`src/rtl/tmc_pkg.sv`:
```
// Shared constants for the tape motion command logic and its controller end
package tmc_pkg;
  localparam int unsigned CLK_HZ_DEF    = 100_000_000;
  localparam int unsigned CMD_PULSE_NS  = 12_000;
  localparam int unsigned SETTLE_MS     = 5;
  // Least times round up to whole cycles
  localparam int unsigned CMD_PULSE_CYC =
    (CMD_PULSE_NS * (CLK_HZ_DEF / 1_000_000) + 999) / 1000;
  localparam int unsigned SETTLE_CYC    = SETTLE_MS * (CLK_HZ_DEF / 1000);
  localparam int unsigned STRB_CYC      = 2;
  localparam int unsigned SYNC_STAGES   = 3;
  localparam logic [1:0]  RET_RESET     = 2'h0;
endpackage

```
`src/rtl/tmc_link_if.sv`:
```
// Wires between the tape controller and the transport command logic
`timescale 1ns/1ps
interface tmc_link_if;
  logic function_strobe;
  logic rewind_request_level;
  logic unload_level;
  logic reverse_level;
  logic motion_hold;
  logic end_of_data_flag;
  logic unit_select;
  logic unit_ready;
  logic read_return_line_b;

  modport dev (
    input  function_strobe,
    input  rewind_request_level,
    input  unload_level,
    input  reverse_level,
    input  motion_hold,
    input  end_of_data_flag,
    input  unit_select,
    output unit_ready,
    output read_return_line_b
  );
  modport ctl (
    output function_strobe,
    output rewind_request_level,
    output unload_level,
    output reverse_level,
    output motion_hold,
    output end_of_data_flag,
    output unit_select,
    input  unit_ready,
    input  read_return_line_b
  );
endinterface

```
`src/rtl/tmc_transport.sv`:
```
// Transport end: decodes controller strobes into rewind, unload, reverse
`timescale 1ns/1ps
// Functional notes
// - Rewind = rewind level plus function strobe
// - Rewind set fires 12 us pulse if permitted
// - Eject permit when both motion latches clear
// - Mechanics finish rewind without further help
// - Beginning marker both polarities, inhibits rewind pulse
// - Motion going idle starts 5 ms settle
// - Settle expiry raises unit ready
// - Unload request starts timer only with eject permit
// - Unload pulse commands rewind, sets eject latch
// - Settle end with eject sets reverse latch
// - Reverse latch drives reverse actuator
// - Remote to local change gives one clear
// - Master clear resets motion and write latches
// - Reverse request sets only if forward clear, no rewind
// - Reverse latch lights panel reverse lamp
// - End of data in reverse drives return line
// - Move negation without eject gives function clear
// - Local reset clears write enable directly
// - Local reset rising triggers master clear
// - Local reset halts remote or manual motion
// - Operator resets locally before manual controls
// - Select-remote qualifier gates controller operations
module tmc_transport #(
  parameter int unsigned CLK_HZ = tmc_pkg::CLK_HZ_DEF,
  parameter int unsigned SETTLE_CYCLES = tmc_pkg::SETTLE_CYC
) (
  input  wire logic i_clk,
  input  wire logic i_rst,
  tmc_link_if.dev   link,
  input  wire logic i_auto_mode,
  input  wire logic i_local_reset,
  input  wire logic i_rewind_status,
  input  wire logic i_bot_marker,
  input  wire logic i_write_enable_set,
  input  wire logic i_forward_set,
  output logic      o_rewind_command_pulse,
  output logic      o_reverse_command,
  output logic      o_reverse_lamp,
  output logic      o_bot_marker_seen,
  output logic      o_bot_marker_seen_n,
  output logic      o_write_enable_latch,
  output logic      o_forward_motion_latch,
  output logic      o_tape_eject_latch,
  output logic      o_general_clear_pulse
);
  import tmc_pkg::*;

  localparam int unsigned NIN = 11;
  localparam int unsigned CMD_CYC =
    (CMD_PULSE_NS * (CLK_HZ / 1_000_000) + 999) / 1000;

  logic [NIN-1:0] raw;
  logic [NIN-1:0] s1_r;
  logic [NIN-1:0] s2_r;
  logic [NIN-1:0] s3_r;
  logic [NIN-1:0] lvl_r;
  logic [NIN-1:0] prev_r;

  assign raw = {link.function_strobe, link.rewind_request_level,
                link.unload_level, link.reverse_level, link.motion_hold,
                link.end_of_data_flag, link.unit_select, i_auto_mode,
                i_local_reset, i_rewind_status, i_bot_marker};

  // Level counts once second and third stage agree
  genvar g;
  generate
    for (g = 0; g < NIN; g++) begin : g_sync
      always_ff @(posedge i_clk or posedge i_rst) begin
        if (i_rst) begin
          s1_r[g]  <= 1'b0;
          s2_r[g]  <= 1'b0;
          s3_r[g]  <= 1'b0;
          lvl_r[g] <= 1'b0;
        end else begin
          s1_r[g] <= raw[g];
          s2_r[g] <= s1_r[g];
          s3_r[g] <= s2_r[g];
          if (s2_r[g] == s3_r[g]) begin
            lvl_r[g] <= s3_r[g];
          end
        end
      end
    end
  endgenerate

  always_ff @(posedge i_clk or posedge i_rst) begin
    if (i_rst) begin
      prev_r <= '0;
    end else begin
      prev_r <= lvl_r;
    end
  end

  logic fn_p, rew_l, unl_l, rev_l, mov_l, eod_l, sel_l, auto_l;
  logic lrst_l, rwst_l, bot_l;
  assign {fn_p, rew_l, unl_l, rev_l, mov_l, eod_l, sel_l, auto_l,
          lrst_l, rwst_l, bot_l} = lvl_r;

  logic fn_rise, mov_fall, auto_fall, lrst_rise;
  assign fn_rise   = fn_p & ~prev_r[10];
  assign mov_fall  = ~mov_l & prev_r[6];
  assign auto_fall = ~lvl_r[3] & prev_r[3];
  assign lrst_rise = lvl_r[2] & ~prev_r[2];

  logic sel_remote;
  assign sel_remote = auto_l & sel_l;

  logic fwd_r, rev_r, eject_r, wen_r, clr_r;
  logic eject_permit;
  assign eject_permit = ~fwd_r & ~rev_r;

  logic rewind_set, unload_set, reverse_req, func_clr, master_clr;
  assign rewind_set  = fn_rise & rew_l & sel_remote;
  assign unload_set  = fn_rise & unl_l & sel_remote & eject_permit;
  assign reverse_req = fn_rise & rev_l & sel_remote;
  assign func_clr    = mov_fall & ~eject_r;
  assign master_clr  = auto_fall | lrst_rise | (func_clr & sel_remote);

  // One counter serves both 12 us pulses
  logic [$clog2(CMD_CYC+1)-1:0] cmd_cnt_r;
  logic                         cmd_unload_r;
  logic                         rew_pulse_r;
  logic                         cmd_start;
  assign cmd_start = (cmd_cnt_r == '0) & ~bot_l &
                     ((rewind_set & eject_permit) | unload_set);

  always_ff @(posedge i_clk or posedge i_rst) begin
    if (i_rst) begin
      cmd_cnt_r    <= '0;
      cmd_unload_r <= 1'b0;
      rew_pulse_r  <= 1'b0;
    end else if (cmd_start) begin
      cmd_cnt_r    <= ($clog2(CMD_CYC+1))'(CMD_CYC);
      cmd_unload_r <= unload_set;
      rew_pulse_r  <= 1'b1;
    end else if (cmd_cnt_r != '0) begin
      cmd_cnt_r   <= cmd_cnt_r - 1'b1;
      rew_pulse_r <= (cmd_cnt_r != 1) & ~bot_l;
    end else begin
      rew_pulse_r  <= 1'b0;
      cmd_unload_r <= 1'b0;
    end
  end

  // Motion idle: no rewind running and both latches clear
  logic idle_now, idle_prev_r;
  assign idle_now = ~rwst_l & eject_permit;

  logic [$clog2(SETTLE_CYCLES+1)-1:0] settle_r;
  logic settle_done, ready_r;
  assign settle_done = (settle_r == 1);

  always_ff @(posedge i_clk or posedge i_rst) begin
    if (i_rst) begin
      idle_prev_r <= 1'b1;
      settle_r    <= '0;
    end else begin
      idle_prev_r <= idle_now;
      if (idle_now & ~idle_prev_r) begin
        settle_r <= ($clog2(SETTLE_CYCLES+1))'(SETTLE_CYCLES);
      end else if (settle_r != '0) begin
        settle_r <= settle_r - 1'b1;
      end
    end
  end

  always_ff @(posedge i_clk or posedge i_rst) begin
    if (i_rst) begin
      ready_r <= 1'b0;
    end else if (settle_done) begin
      ready_r <= 1'b1;
    end else if (~idle_now | (settle_r != '0) | fn_rise) begin
      ready_r <= 1'b0;
    end
  end

  // Motion latches; clear wins since it halts the tape
  always_ff @(posedge i_clk or posedge i_rst) begin
    if (i_rst) begin
      rev_r <= 1'b0;
    end else if (master_clr | bot_l & ~eject_r | rwst_l) begin
      rev_r <= 1'b0;
    end else if (settle_done & eject_r) begin
      rev_r <= 1'b1;
    end else if (reverse_req & ~fwd_r & ~rwst_l) begin
      rev_r <= 1'b1;
    end
  end

  always_ff @(posedge i_clk or posedge i_rst) begin
    if (i_rst) begin
      fwd_r <= 1'b0;
    end else if (master_clr | rwst_l) begin
      fwd_r <= 1'b0;
    end else if (i_forward_set & ~rev_r) begin
      fwd_r <= 1'b1;
    end
  end

  always_ff @(posedge i_clk or posedge i_rst) begin
    if (i_rst) begin
      eject_r <= 1'b0;
    end else if (lrst_rise | auto_fall) begin
      eject_r <= 1'b0;
    end else if (cmd_start & unload_set) begin
      eject_r <= 1'b1;
    end
  end

  always_ff @(posedge i_clk or posedge i_rst) begin
    if (i_rst) begin
      wen_r <= 1'b0;
    end else if (lrst_l | master_clr | rwst_l | settle_done) begin
      wen_r <= 1'b0;
    end else if (i_write_enable_set & sel_remote) begin
      wen_r <= 1'b1;
    end
  end

  logic ret_r;
  always_ff @(posedge i_clk or posedge i_rst) begin
    if (i_rst) begin
      ret_r <= 1'b0;
      clr_r <= 1'b0;
    end else begin
      ret_r <= rev_r & eod_l & sel_remote;
      clr_r <= master_clr;
    end
  end

  // Both polarities from flops so neither output glitches
  logic bot_r;
  logic bot_n_r;
  always_ff @(posedge i_clk or posedge i_rst) begin
    if (i_rst) begin
      bot_r   <= 1'b0;
      bot_n_r <= 1'b1;
    end else begin
      bot_r   <= bot_l;
      bot_n_r <= ~bot_l;
    end
  end

  assign link.unit_ready         = ready_r;
  assign link.read_return_line_b = ret_r;
  assign o_rewind_command_pulse  = rew_pulse_r;
  assign o_reverse_command       = rev_r;
  assign o_reverse_lamp          = rev_r;
  assign o_bot_marker_seen       = bot_r;
  assign o_bot_marker_seen_n     = bot_n_r;
  assign o_write_enable_latch    = wen_r;
  assign o_forward_motion_latch  = fwd_r;
  assign o_tape_eject_latch      = eject_r;
  assign o_general_clear_pulse   = clr_r;
endmodule

```
`src/flat_wrapper.sv`:
```
// flat-port wrapper written by rule: the top's interface ports become plain ports
module tmc_transport_flat import tmc_pkg::*;
#(
  parameter int unsigned CLK_HZ = tmc_pkg::CLK_HZ_DEF,
  parameter int unsigned SETTLE_CYCLES = tmc_pkg::SETTLE_CYC
)
  (i_clk, i_rst, i_auto_mode, i_local_reset, i_rewind_status, i_bot_marker, i_write_enable_set, i_forward_set, o_rewind_command_pulse, o_reverse_command, o_reverse_lamp, o_bot_marker_seen, o_bot_marker_seen_n, o_write_enable_latch, o_forward_motion_latch, o_tape_eject_latch, o_general_clear_pulse, link_function_strobe, link_rewind_request_level, link_unload_level, link_reverse_level, link_motion_hold, link_end_of_data_flag, link_unit_select, link_unit_ready, link_read_return_line_b);
  tmc_link_if link_i ();
  input  wire logic i_clk;
  input  wire logic i_rst;
  input  wire logic i_auto_mode;
  input  wire logic i_local_reset;
  input  wire logic i_rewind_status;
  input  wire logic i_bot_marker;
  input  wire logic i_write_enable_set;
  input  wire logic i_forward_set;
  output logic o_rewind_command_pulse;
  output logic o_reverse_command;
  output logic o_reverse_lamp;
  output logic o_bot_marker_seen;
  output logic o_bot_marker_seen_n;
  output logic o_write_enable_latch;
  output logic o_forward_motion_latch;
  output logic o_tape_eject_latch;
  output logic o_general_clear_pulse;
  input wire logic [$bits(link_i.function_strobe)-1:0] link_function_strobe;
  input wire logic [$bits(link_i.rewind_request_level)-1:0] link_rewind_request_level;
  input wire logic [$bits(link_i.unload_level)-1:0] link_unload_level;
  input wire logic [$bits(link_i.reverse_level)-1:0] link_reverse_level;
  input wire logic [$bits(link_i.motion_hold)-1:0] link_motion_hold;
  input wire logic [$bits(link_i.end_of_data_flag)-1:0] link_end_of_data_flag;
  input wire logic [$bits(link_i.unit_select)-1:0] link_unit_select;
  output wire logic [$bits(link_i.unit_ready)-1:0] link_unit_ready;
  output wire logic [$bits(link_i.read_return_line_b)-1:0] link_read_return_line_b;
  assign link_i.function_strobe = link_function_strobe;
  assign link_i.rewind_request_level = link_rewind_request_level;
  assign link_i.unload_level = link_unload_level;
  assign link_i.reverse_level = link_reverse_level;
  assign link_i.motion_hold = link_motion_hold;
  assign link_i.end_of_data_flag = link_end_of_data_flag;
  assign link_i.unit_select = link_unit_select;
  assign link_unit_ready = link_i.unit_ready;
  assign link_read_return_line_b = link_i.read_return_line_b;
  tmc_transport #(.CLK_HZ(CLK_HZ), .SETTLE_CYCLES(SETTLE_CYCLES)) u_core (.i_clk(i_clk), .i_rst(i_rst), .link(link_i), .i_auto_mode(i_auto_mode), .i_local_reset(i_local_reset), .i_rewind_status(i_rewind_status), .i_bot_marker(i_bot_marker), .i_write_enable_set(i_write_enable_set), .i_forward_set(i_forward_set), .o_rewind_command_pulse(o_rewind_command_pulse), .o_reverse_command(o_reverse_command), .o_reverse_lamp(o_reverse_lamp), .o_bot_marker_seen(o_bot_marker_seen), .o_bot_marker_seen_n(o_bot_marker_seen_n), .o_write_enable_latch(o_write_enable_latch), .o_forward_motion_latch(o_forward_motion_latch), .o_tape_eject_latch(o_tape_eject_latch), .o_general_clear_pulse(o_general_clear_pulse));
endmodule
```
`config.mk`:
```
export PLATFORM = sky130hd
export DESIGN_NAME = tmc_transport_flat
export DESIGN_NICKNAME = d
export VERILOG_FILES = /design/src/rtl/tmc_pkg.sv /design/src/rtl/tmc_link_if.sv /design/src/rtl/tmc_transport.sv /design/src/flat_wrapper.sv
export SDC_FILE = /design/constraint.sdc
export NUM_CORES = 1
export LEC_CHECK = 0
export BUFFER_PORTS_ARGS = -buffer_cell sky130_fd_sc_hd__buf_2
export CAP_MARGIN = 25
export CORE_UTILIZATION = 31
export DETAILED_ROUTE_END_ITERATION = 10
export HOLD_SLACK_MARGIN = 0.05
export PLACE_DENSITY = 0.55
export RECOVER_POWER = 50
export SLEW_MARGIN = 15
export SYNTH_ARGS = -nofsm -noshare
export SYNTH_HDL_FRONTEND = slang
export SYNTH_SLANG_ARGS = --single-unit
```
`constraint.sdc`:
```
create_clock -name i_clk -period 4 [get_ports i_clk]
set_input_delay 0.8 -clock i_clk [delete_from_list [all_inputs] [get_ports i_clk]]
set_output_delay 0.8 -clock i_clk [all_outputs]
set_load 0.01 [all_outputs]
```
==> run_results.csv, run 1 <==
group,metric,value,unit
place,gp_congestion,0.737,
floorplanning,ios,26,
synth,synth_common_cells,"87 x dfrtp_1, 20 x nor2_1, 15 x nand2_1",
final_layout,fin_nets,340,
clock_network,clkLatencyLatePin,330,ps
clock_network,ctsResizeCount,0,
sta,post-route-min-period,2150,ps
setup_path,worst-r2r-setup-slack,1850,ps
synth,synth_top_area_cell,"dfrtp_1",
pwr,p_comb_share,17.8,%
drt,met3_wirelength,179,um
clock_network,cts_sinks,89,
synth,syn_area_per_cell,12.3,um2
pwr,power_density,597,mW/mm2
setup_path,crit_path_end_kind,"flip-flop",
synth,ys.flop_type,"dfrtp_1",
drt,met2_length,3.12,mm
final_layout,nFillCells,1054,
synth,synth.most_common_cell,"dfrtp_1",
synth,synth-warning-count,0,
outcome,status,"finished with violations",
sta,fin_ws,1850,ps
sta,fin_setup_tns,0,ps
clock_network,clockBufferDepth,2,
hold_path,holdPathStages,0,
setup_path,arrival,2410,ps
sta,clock_skew,10.6,ps
setup_path,cp_max_fo,13,
synth,synth.distinct_cells,58,
drt,antenna_left,0,
global_route,grt_use_total,13.0,%
clock_network,path_clk_slew,60,ps
drt,drc,0,
floorplanning,die_height,109,um
setup_path,crit_family,"simple AND/OR/NAND/NOR gates",
pwr,clkPwrFrac,34.5,%
setup_path,critPathMaxStageDelay,620,ps
clock_network,post-cts-setup-buffers,0,
setup_path,rr_worst_depth,4,
floorplanning,std_cell_rows,38,
setup_path,path_buf_inv,0,
pwr,leakagePower,1.76,nW
clock_network,h-tree-depth,3,
global_route,grt-ovfl-total,0,
sta,worst_pin_slew,2170,ps
run,max_cap_violations,1,
sta,rsz0062_at_grt,"false",
setup_path,critPathLaunchType,"flip-flop",
drt,avgViaCountPerCell,4.99,
sta,setup-violations-final,0,
setup_path,cp_slowest_cell,"nor3_2",
pwr,pwr-share-seq,47.7,%
sta,final-hold-violation-count,0,
pwr,p_sw,0.734,mW
place,io_buffers,25,
global_route,grt_antenna_before_repair,0,
outcome,violations,"max-capacitance violations, max-slew violations",
synth,synth_area,0.00355,mm2
pwr,irDropWorstVdd,316,uV
final_layout,diodes,0,
hold_path,holdPathEnd,"u_core.s2_r[5]",
place,hpwl,4.39,mm
drt,topRoutingLayerUsed,"met4",
drt,dr.pass1.iters,4,
global_route,grt_max_degree,52,
synth,synth-edff-count,0,
global_route,grt_pass1_wl,11.8,mm
synth,ys_seq_area_share,62.8,%
pwr,p_total,2.47,mW
setup_path,r2r_end,"u_core.settle_r[12]",
drt,wire_per_inst,14.1,um
clock_network,clockRootBuffer,"clkbuf_16",
synth,syn-num-nets,308,
clock_network,cts_tree,"yes",
drt,via_count,2320,
final_layout,final_layout_size_suffix_gt1_share,19.4,%
sta,finalMaxSlewViolations,52,
synth,synth_top_area_share,61.4,%
floorplanning,die_w,109,um
place,dpl_cell_area,0.00384,mm2
place,place_ws,1880,ps
final_layout,fin_cells,465,
drt,drt-met1-wl,3.11,mm
place,place_inst,449,
clock_network,hold_buffers,0,
drt,first_iter_violations,54,
sta,timing.final.crit_share,53.8,%
pwr,cellInternalPower,1.74,mW
floorplanning,dieArea,0.0119,mm2
synth,synth_area_leaders,"dfrtp_1 61%, maj3_1 3.1%, mux2i_1 2.3%",
clock_network,numCtsBuffers,9,
floorplanning,core-area,0.0110,mm2
sta,fmax,464,MHz
synth,ys_ff_latch,89,
setup_path,required,4260,ps
drt,routed_wl,6.54,mm
sta,slew_headroom,-45.7,%
setup_path,crit_type,"flip-flop to flip-flop",
synth,syn_inst,288,
global_route,grt_pass1_vias,2438,
hold_path,hold_path_class,"flip-flop to flip-flop",
final_layout,area_growth,16.8,%
setup_path,r2r_start,"u_core.settle_r[2]",
floorplanning,start_util,32.3,%
setup_path,crit_chain,"nor3_2, nand3_1, or4b_1, a21oi_1",
hold_path,hp-start,"u_core.s1_r[5]",
pwr,swShare,29.7,%
synth,async_reset_ff_share,100,%
final_layout,final_cell_area,0.00415,mm2
## power groups by stage
stage / Combinational [mW] / Sequential, mW / Clock (mW)
6_report: 0.442 / 1.18 / 0.853
3_3_place_gp: 0.433 / 1.19 / 0
2_1_floorplan: 0.360 / 1.16 / 0
5_1_grt: 0.509 / 1.21 / 0.911
3_5_place_dp: 0.448 / 1.20 / 0
4_1_cts: 0.451 / 1.18 / 0.875
## how the worst max path moves through the flow
stage,slack [ps],to,cells after the start,from
global placement,1940,u_core.settle_r[12],4,u_core.settle_r[2]
global route,1460,u_core.prev_r[3],3,i_rst
CTS,1870,u_core.settle_r[12],4,u_core.settle_r[2]
detailed placement,1880,u_core.settle_r[12],4,u_core.settle_r[2]
finish,1850,u_core.settle_r[12],4,u_core.settle_r[2]
floorplan,900,u_core.auto_l,1,i_rst
## metal layers
| metal | global-route usage, % | vias up |
|---|---|---|
| li1 | - | 1106 |
| met1 | 17.0 | 1167 |
| met2 | 20.6 | 36 |
| met3 | 2.81 | 11 |
| met4 | 6.08 | 0 |
| met5 | 0 | - |
## flip-flops by register name (all words and copies together) (netlist names), 5 cells and up
signal,flops
u_core.s2_r,11
u_core.s1_r,11
u_core.cmd_cnt_r,11
u_core.settle_r,19
u_core.prev_r,5
u_core.s3_r,11
## through the flow
stage               utilization (%)  hold WS [ps]
finish                         37.7           349
global route                   37.7           355
CTS                            37.7           352
detailed placement             35.0           337
global placement               35.0           333
floorplan                         -           331
## cell families (layout without fill, tap and decap cells)
kind of cell | after synthesis | count (layout) | synth area share (%)
simple gates | 109 | 109 | 18.0
fa+ha+maj | 16 | 16 | 4.87
flops | 89 | 89 | 62.8
mux | 9 | 9 | 2.57
xor+xnor | 4 | 4 | 0.987
compound gates | 44 | 44 | 8.57
buf+inv | 17 | 54 | 2.19
## placed cells by master (no fill, tap or decap), types with 3 or more instances in the layout
master	n
dfrtp_1	87
buf_2	25
nor2_1	20
nand2_1	15
a21oi_1	11
maj3_1	11
nor3_1	10
nand3_1	10
inv_1	9
clkbuf_16	9
o21ai_0	8
mux2i_1	8
or3_1	6
nor4_1	5
nand4_1	5
nor2b_1	5
or2_2	5
ha_1	5
xor2_1	4
nor4_2	4
and3_1	4
nand2b_1	3
buf_4	3
## final cells by class
| cell class | count | area (um2) | share of cell area [%] |
|---|---|---|---|
| clock buffer | 11 | 243 | 5.86 |
| clock inverter | 5 | 63.8 | 1.54 |
| inverter | 10 | 38.8 | 0.936 |
| multi-input combinational | 182 | 1250 | 30.1 |
| sequential | 89 | 2230 | 53.8 |
| tap | 140 | 175 | 4.23 |
| timing repair buffer | 28 | 148 | 3.56 |
No activity file was read; power rests on OpenSTA's default activity.
==> run 2: changes to the inputs <==
--- a/config.mk
+++ b/config.mk
@@ -10,7 +10,7 @@
 export CORE_UTILIZATION = 31
 export DETAILED_ROUTE_END_ITERATION = 10
 export HOLD_SLACK_MARGIN = 0.05
-export PLACE_DENSITY = 0.55
+export PLACE_DENSITY = 0.56
 export RECOVER_POWER = 50
 export SLEW_MARGIN = 15
 export SYNTH_ARGS = -nofsm -noshare
==> constraint.sdc (replaced) <==
create_clock -name i_clk -period 1.93 [get_ports i_clk]
set_input_delay 0.386 -clock i_clk [delete_from_list [all_inputs] [get_ports i_clk]]
set_output_delay 0.386 -clock i_clk [all_outputs]
set_load 0.01 [all_outputs]
==> run 2 against run 1 <==
Against the previous run: the run now ends clean; clock-buffer cell count down 2; fmax rose by 19%; largest power group unchanged; core utilization is 1.7 points higher; via count increased by 2.8%; non-clock buffer count increased by 22.
==> run_results.csv, run 2 (synthesis results as in run 1) <==
group,metric,value,unit
outcome,status,"completed",
clock_network,cts_tree,"yes",
place,dpl_cell_area,0.00401,mm2
global_route,grt_pass1_vias,2338,
sta,slew_headroom,31.1,%
drt,antenna_left,0,
clock_network,path_clk_slew,70,ps
sta,post-route-min-period,1800,ps
clock_network,clockBufferDepth,2,
sta,setup-violations-final,0,
sta,rsz0062_at_grt,"false",
final_layout,final_layout_size_suffix_gt1_share,25.4,%
pwr,pwr-share-seq,45.7,%
final_layout,nFillCells,1031,
drt,first_iter_violations,128,
global_route,grt_use_total,12.7,%
floorplanning,std_cell_rows,38,
pwr,leakagePower,1.87,nW
setup_path,arrival,2030,ps
setup_path,required,2150,ps
pwr,irDropWorstVdd,574,uV
clock_network,cts_sinks,89,
pwr,p_sw,1.63,mW
global_route,grt-ovfl-total,0,
hold_path,hold_path_class,"primary input to flip-flop",
final_layout,fin_cells,487,
setup_path,critPathMaxStageDelay,570,ps
final_layout,area_growth,22.0,%
floorplanning,dieArea,0.0119,mm2
final_layout,largest_register,"u_core.settle_r",
setup_path,crit_type,"flip-flop to flip-flop",
drt,avgViaCountPerCell,4.90,
setup_path,crit_chain,"or4_4, or3b_4, mux2_2",
final_layout,layout_common_cells,"87 x dfrtp_1, 25 x buf_2, 23 x buf_4",
clock_network,clockRootBuffer,"clkbuf_16",
drt,drc,0,
place,hpwl,4.62,mm
final_layout,diodes,0,
clock_network,numCtsBuffers,9,
floorplanning,core-area,0.0110,mm2
place,place_inst,468,
pwr,clkPwrFrac,33.8,%
global_route,grt_antenna_before_repair,0,
drt,via_count,2385,
sta,fin_setup_tns,0,ps
clock_network,h-tree-depth,3,
setup_path,path_buf_inv,0,
drt,wire_per_inst,14.1,um
setup_path,critPathLaunchType,"flip-flop",
final_layout,final_cell_area,0.00433,mm2
run,max_cap_violations,0,
sta,clock_skew,5.15,ps
clock_network,hold_buffers,0,
pwr,cellInternalPower,3.69,mW
setup_path,crit_family,"simple AND/OR/NAND/NOR gates",
setup_path,crit_path_end_kind,"flip-flop",
global_route,grt_pass1_wl,11.5,mm
pwr,p_comb_share,20.5,%
floorplanning,die_height,109,um
floorplanning,ios,26,
floorplanning,start_util,32.3,%
final_layout,final_common_cell,"dfrtp_1",
clock_network,clkLatencyLatePin,340,ps
drt,routed_wl,6.87,mm
sta,timing.final.crit_share,93.5,%
pwr,p_total,5.32,mW
sta,fmax,554,MHz
setup_path,cp_slowest_cell,"or4_4",
place,gp_congestion,0.760,
sta,worst_pin_slew,1030,ps
sta,finalMaxSlewViolations,0,
pwr,power_density,1230,mW/mm2
pwr,swShare,30.6,%
final_layout,fin_nets,362,
final_layout,largest_reg_flops,19,
drt,dr.pass1.iters,4,
floorplanning,die_w,109,um
sta,final-hold-violation-count,0,
setup_path,cp_max_fo,4,
place,io_buffers,25,
global_route,grt_max_degree,36,
## run 2: metrics by stage
step                utilization, %  setup slack, ps  hold slack [ps]
floorplan                        -             56.8              331
global placement              36.5              138              333
detailed placement            36.5             55.0              335
CTS                           39.3             40.7              101
global route                  39.4             21.2              136
finish                        39.4              126              150
## run 2: final cells by class
cell class | instances | area (um2) | area share (%)
clock inverter | 7 | 85.1 | 1.97
multi-input combinational | 182 | 1270 | 29.3
clock buffer | 9 | 225 | 5.20
tap | 140 | 175 | 4.05
sequential | 89 | 2230 | 51.5
timing repair buffer | 50 | 308 | 7.11
inverter | 10 | 38.8 | 0.896
## run 2: timing repair
item,4_1_cts,5_1_grt
gates resized for setup,0,3
buffers inserted,0,3
setup endpoints to repair,0,10
## run 2: routing by layer
metal  part of all wire (%)  vias up  wire [um]  track usage, %
li1                       -     1150          -               -
met1                     48     1178       3290            17.1
met2                     47       50       3200            19.2
met3                    4.3        7        294            3.41
met4                    1.3        0         91            5.02
met5                      0        -          0               0
## run 2: power by group through the flow
stage | combinational (mW) | sequential (mW) | clock (mW)
2_1_floorplan | 0.746 | 2.41 | 0
3_3_place_gp | 1.07 | 2.44 | 0
3_5_place_dp | 1.09 | 2.46 | 0
4_1_cts | 1.09 | 2.42 | 1.85
5_1_grt | 1.21 | 2.47 | 1.93
6_report | 1.09 | 2.43 | 1.80
## run 2: final timing paths
path	from	endpoint	slack [ps]	cells past startpoint
worst max-delay path	u_core.cmd_cnt_r[7]	u_core.cmd_cnt_r[0]	130	3
worst min-delay path	link_reverse_level	u_core.s1_r[7]	150	1
worst max register to register	u_core.cmd_cnt_r[7]	u_core.cmd_cnt_r[0]	130	3
worst min register to register	u_core.s1_r[3]	u_core.s2_r[3]	350	0
max in group asynchronous	i_rst	u_core.settle_r[16]	400	3
min in group asynchronous	i_rst	u_core.s1_r[8]	220	2
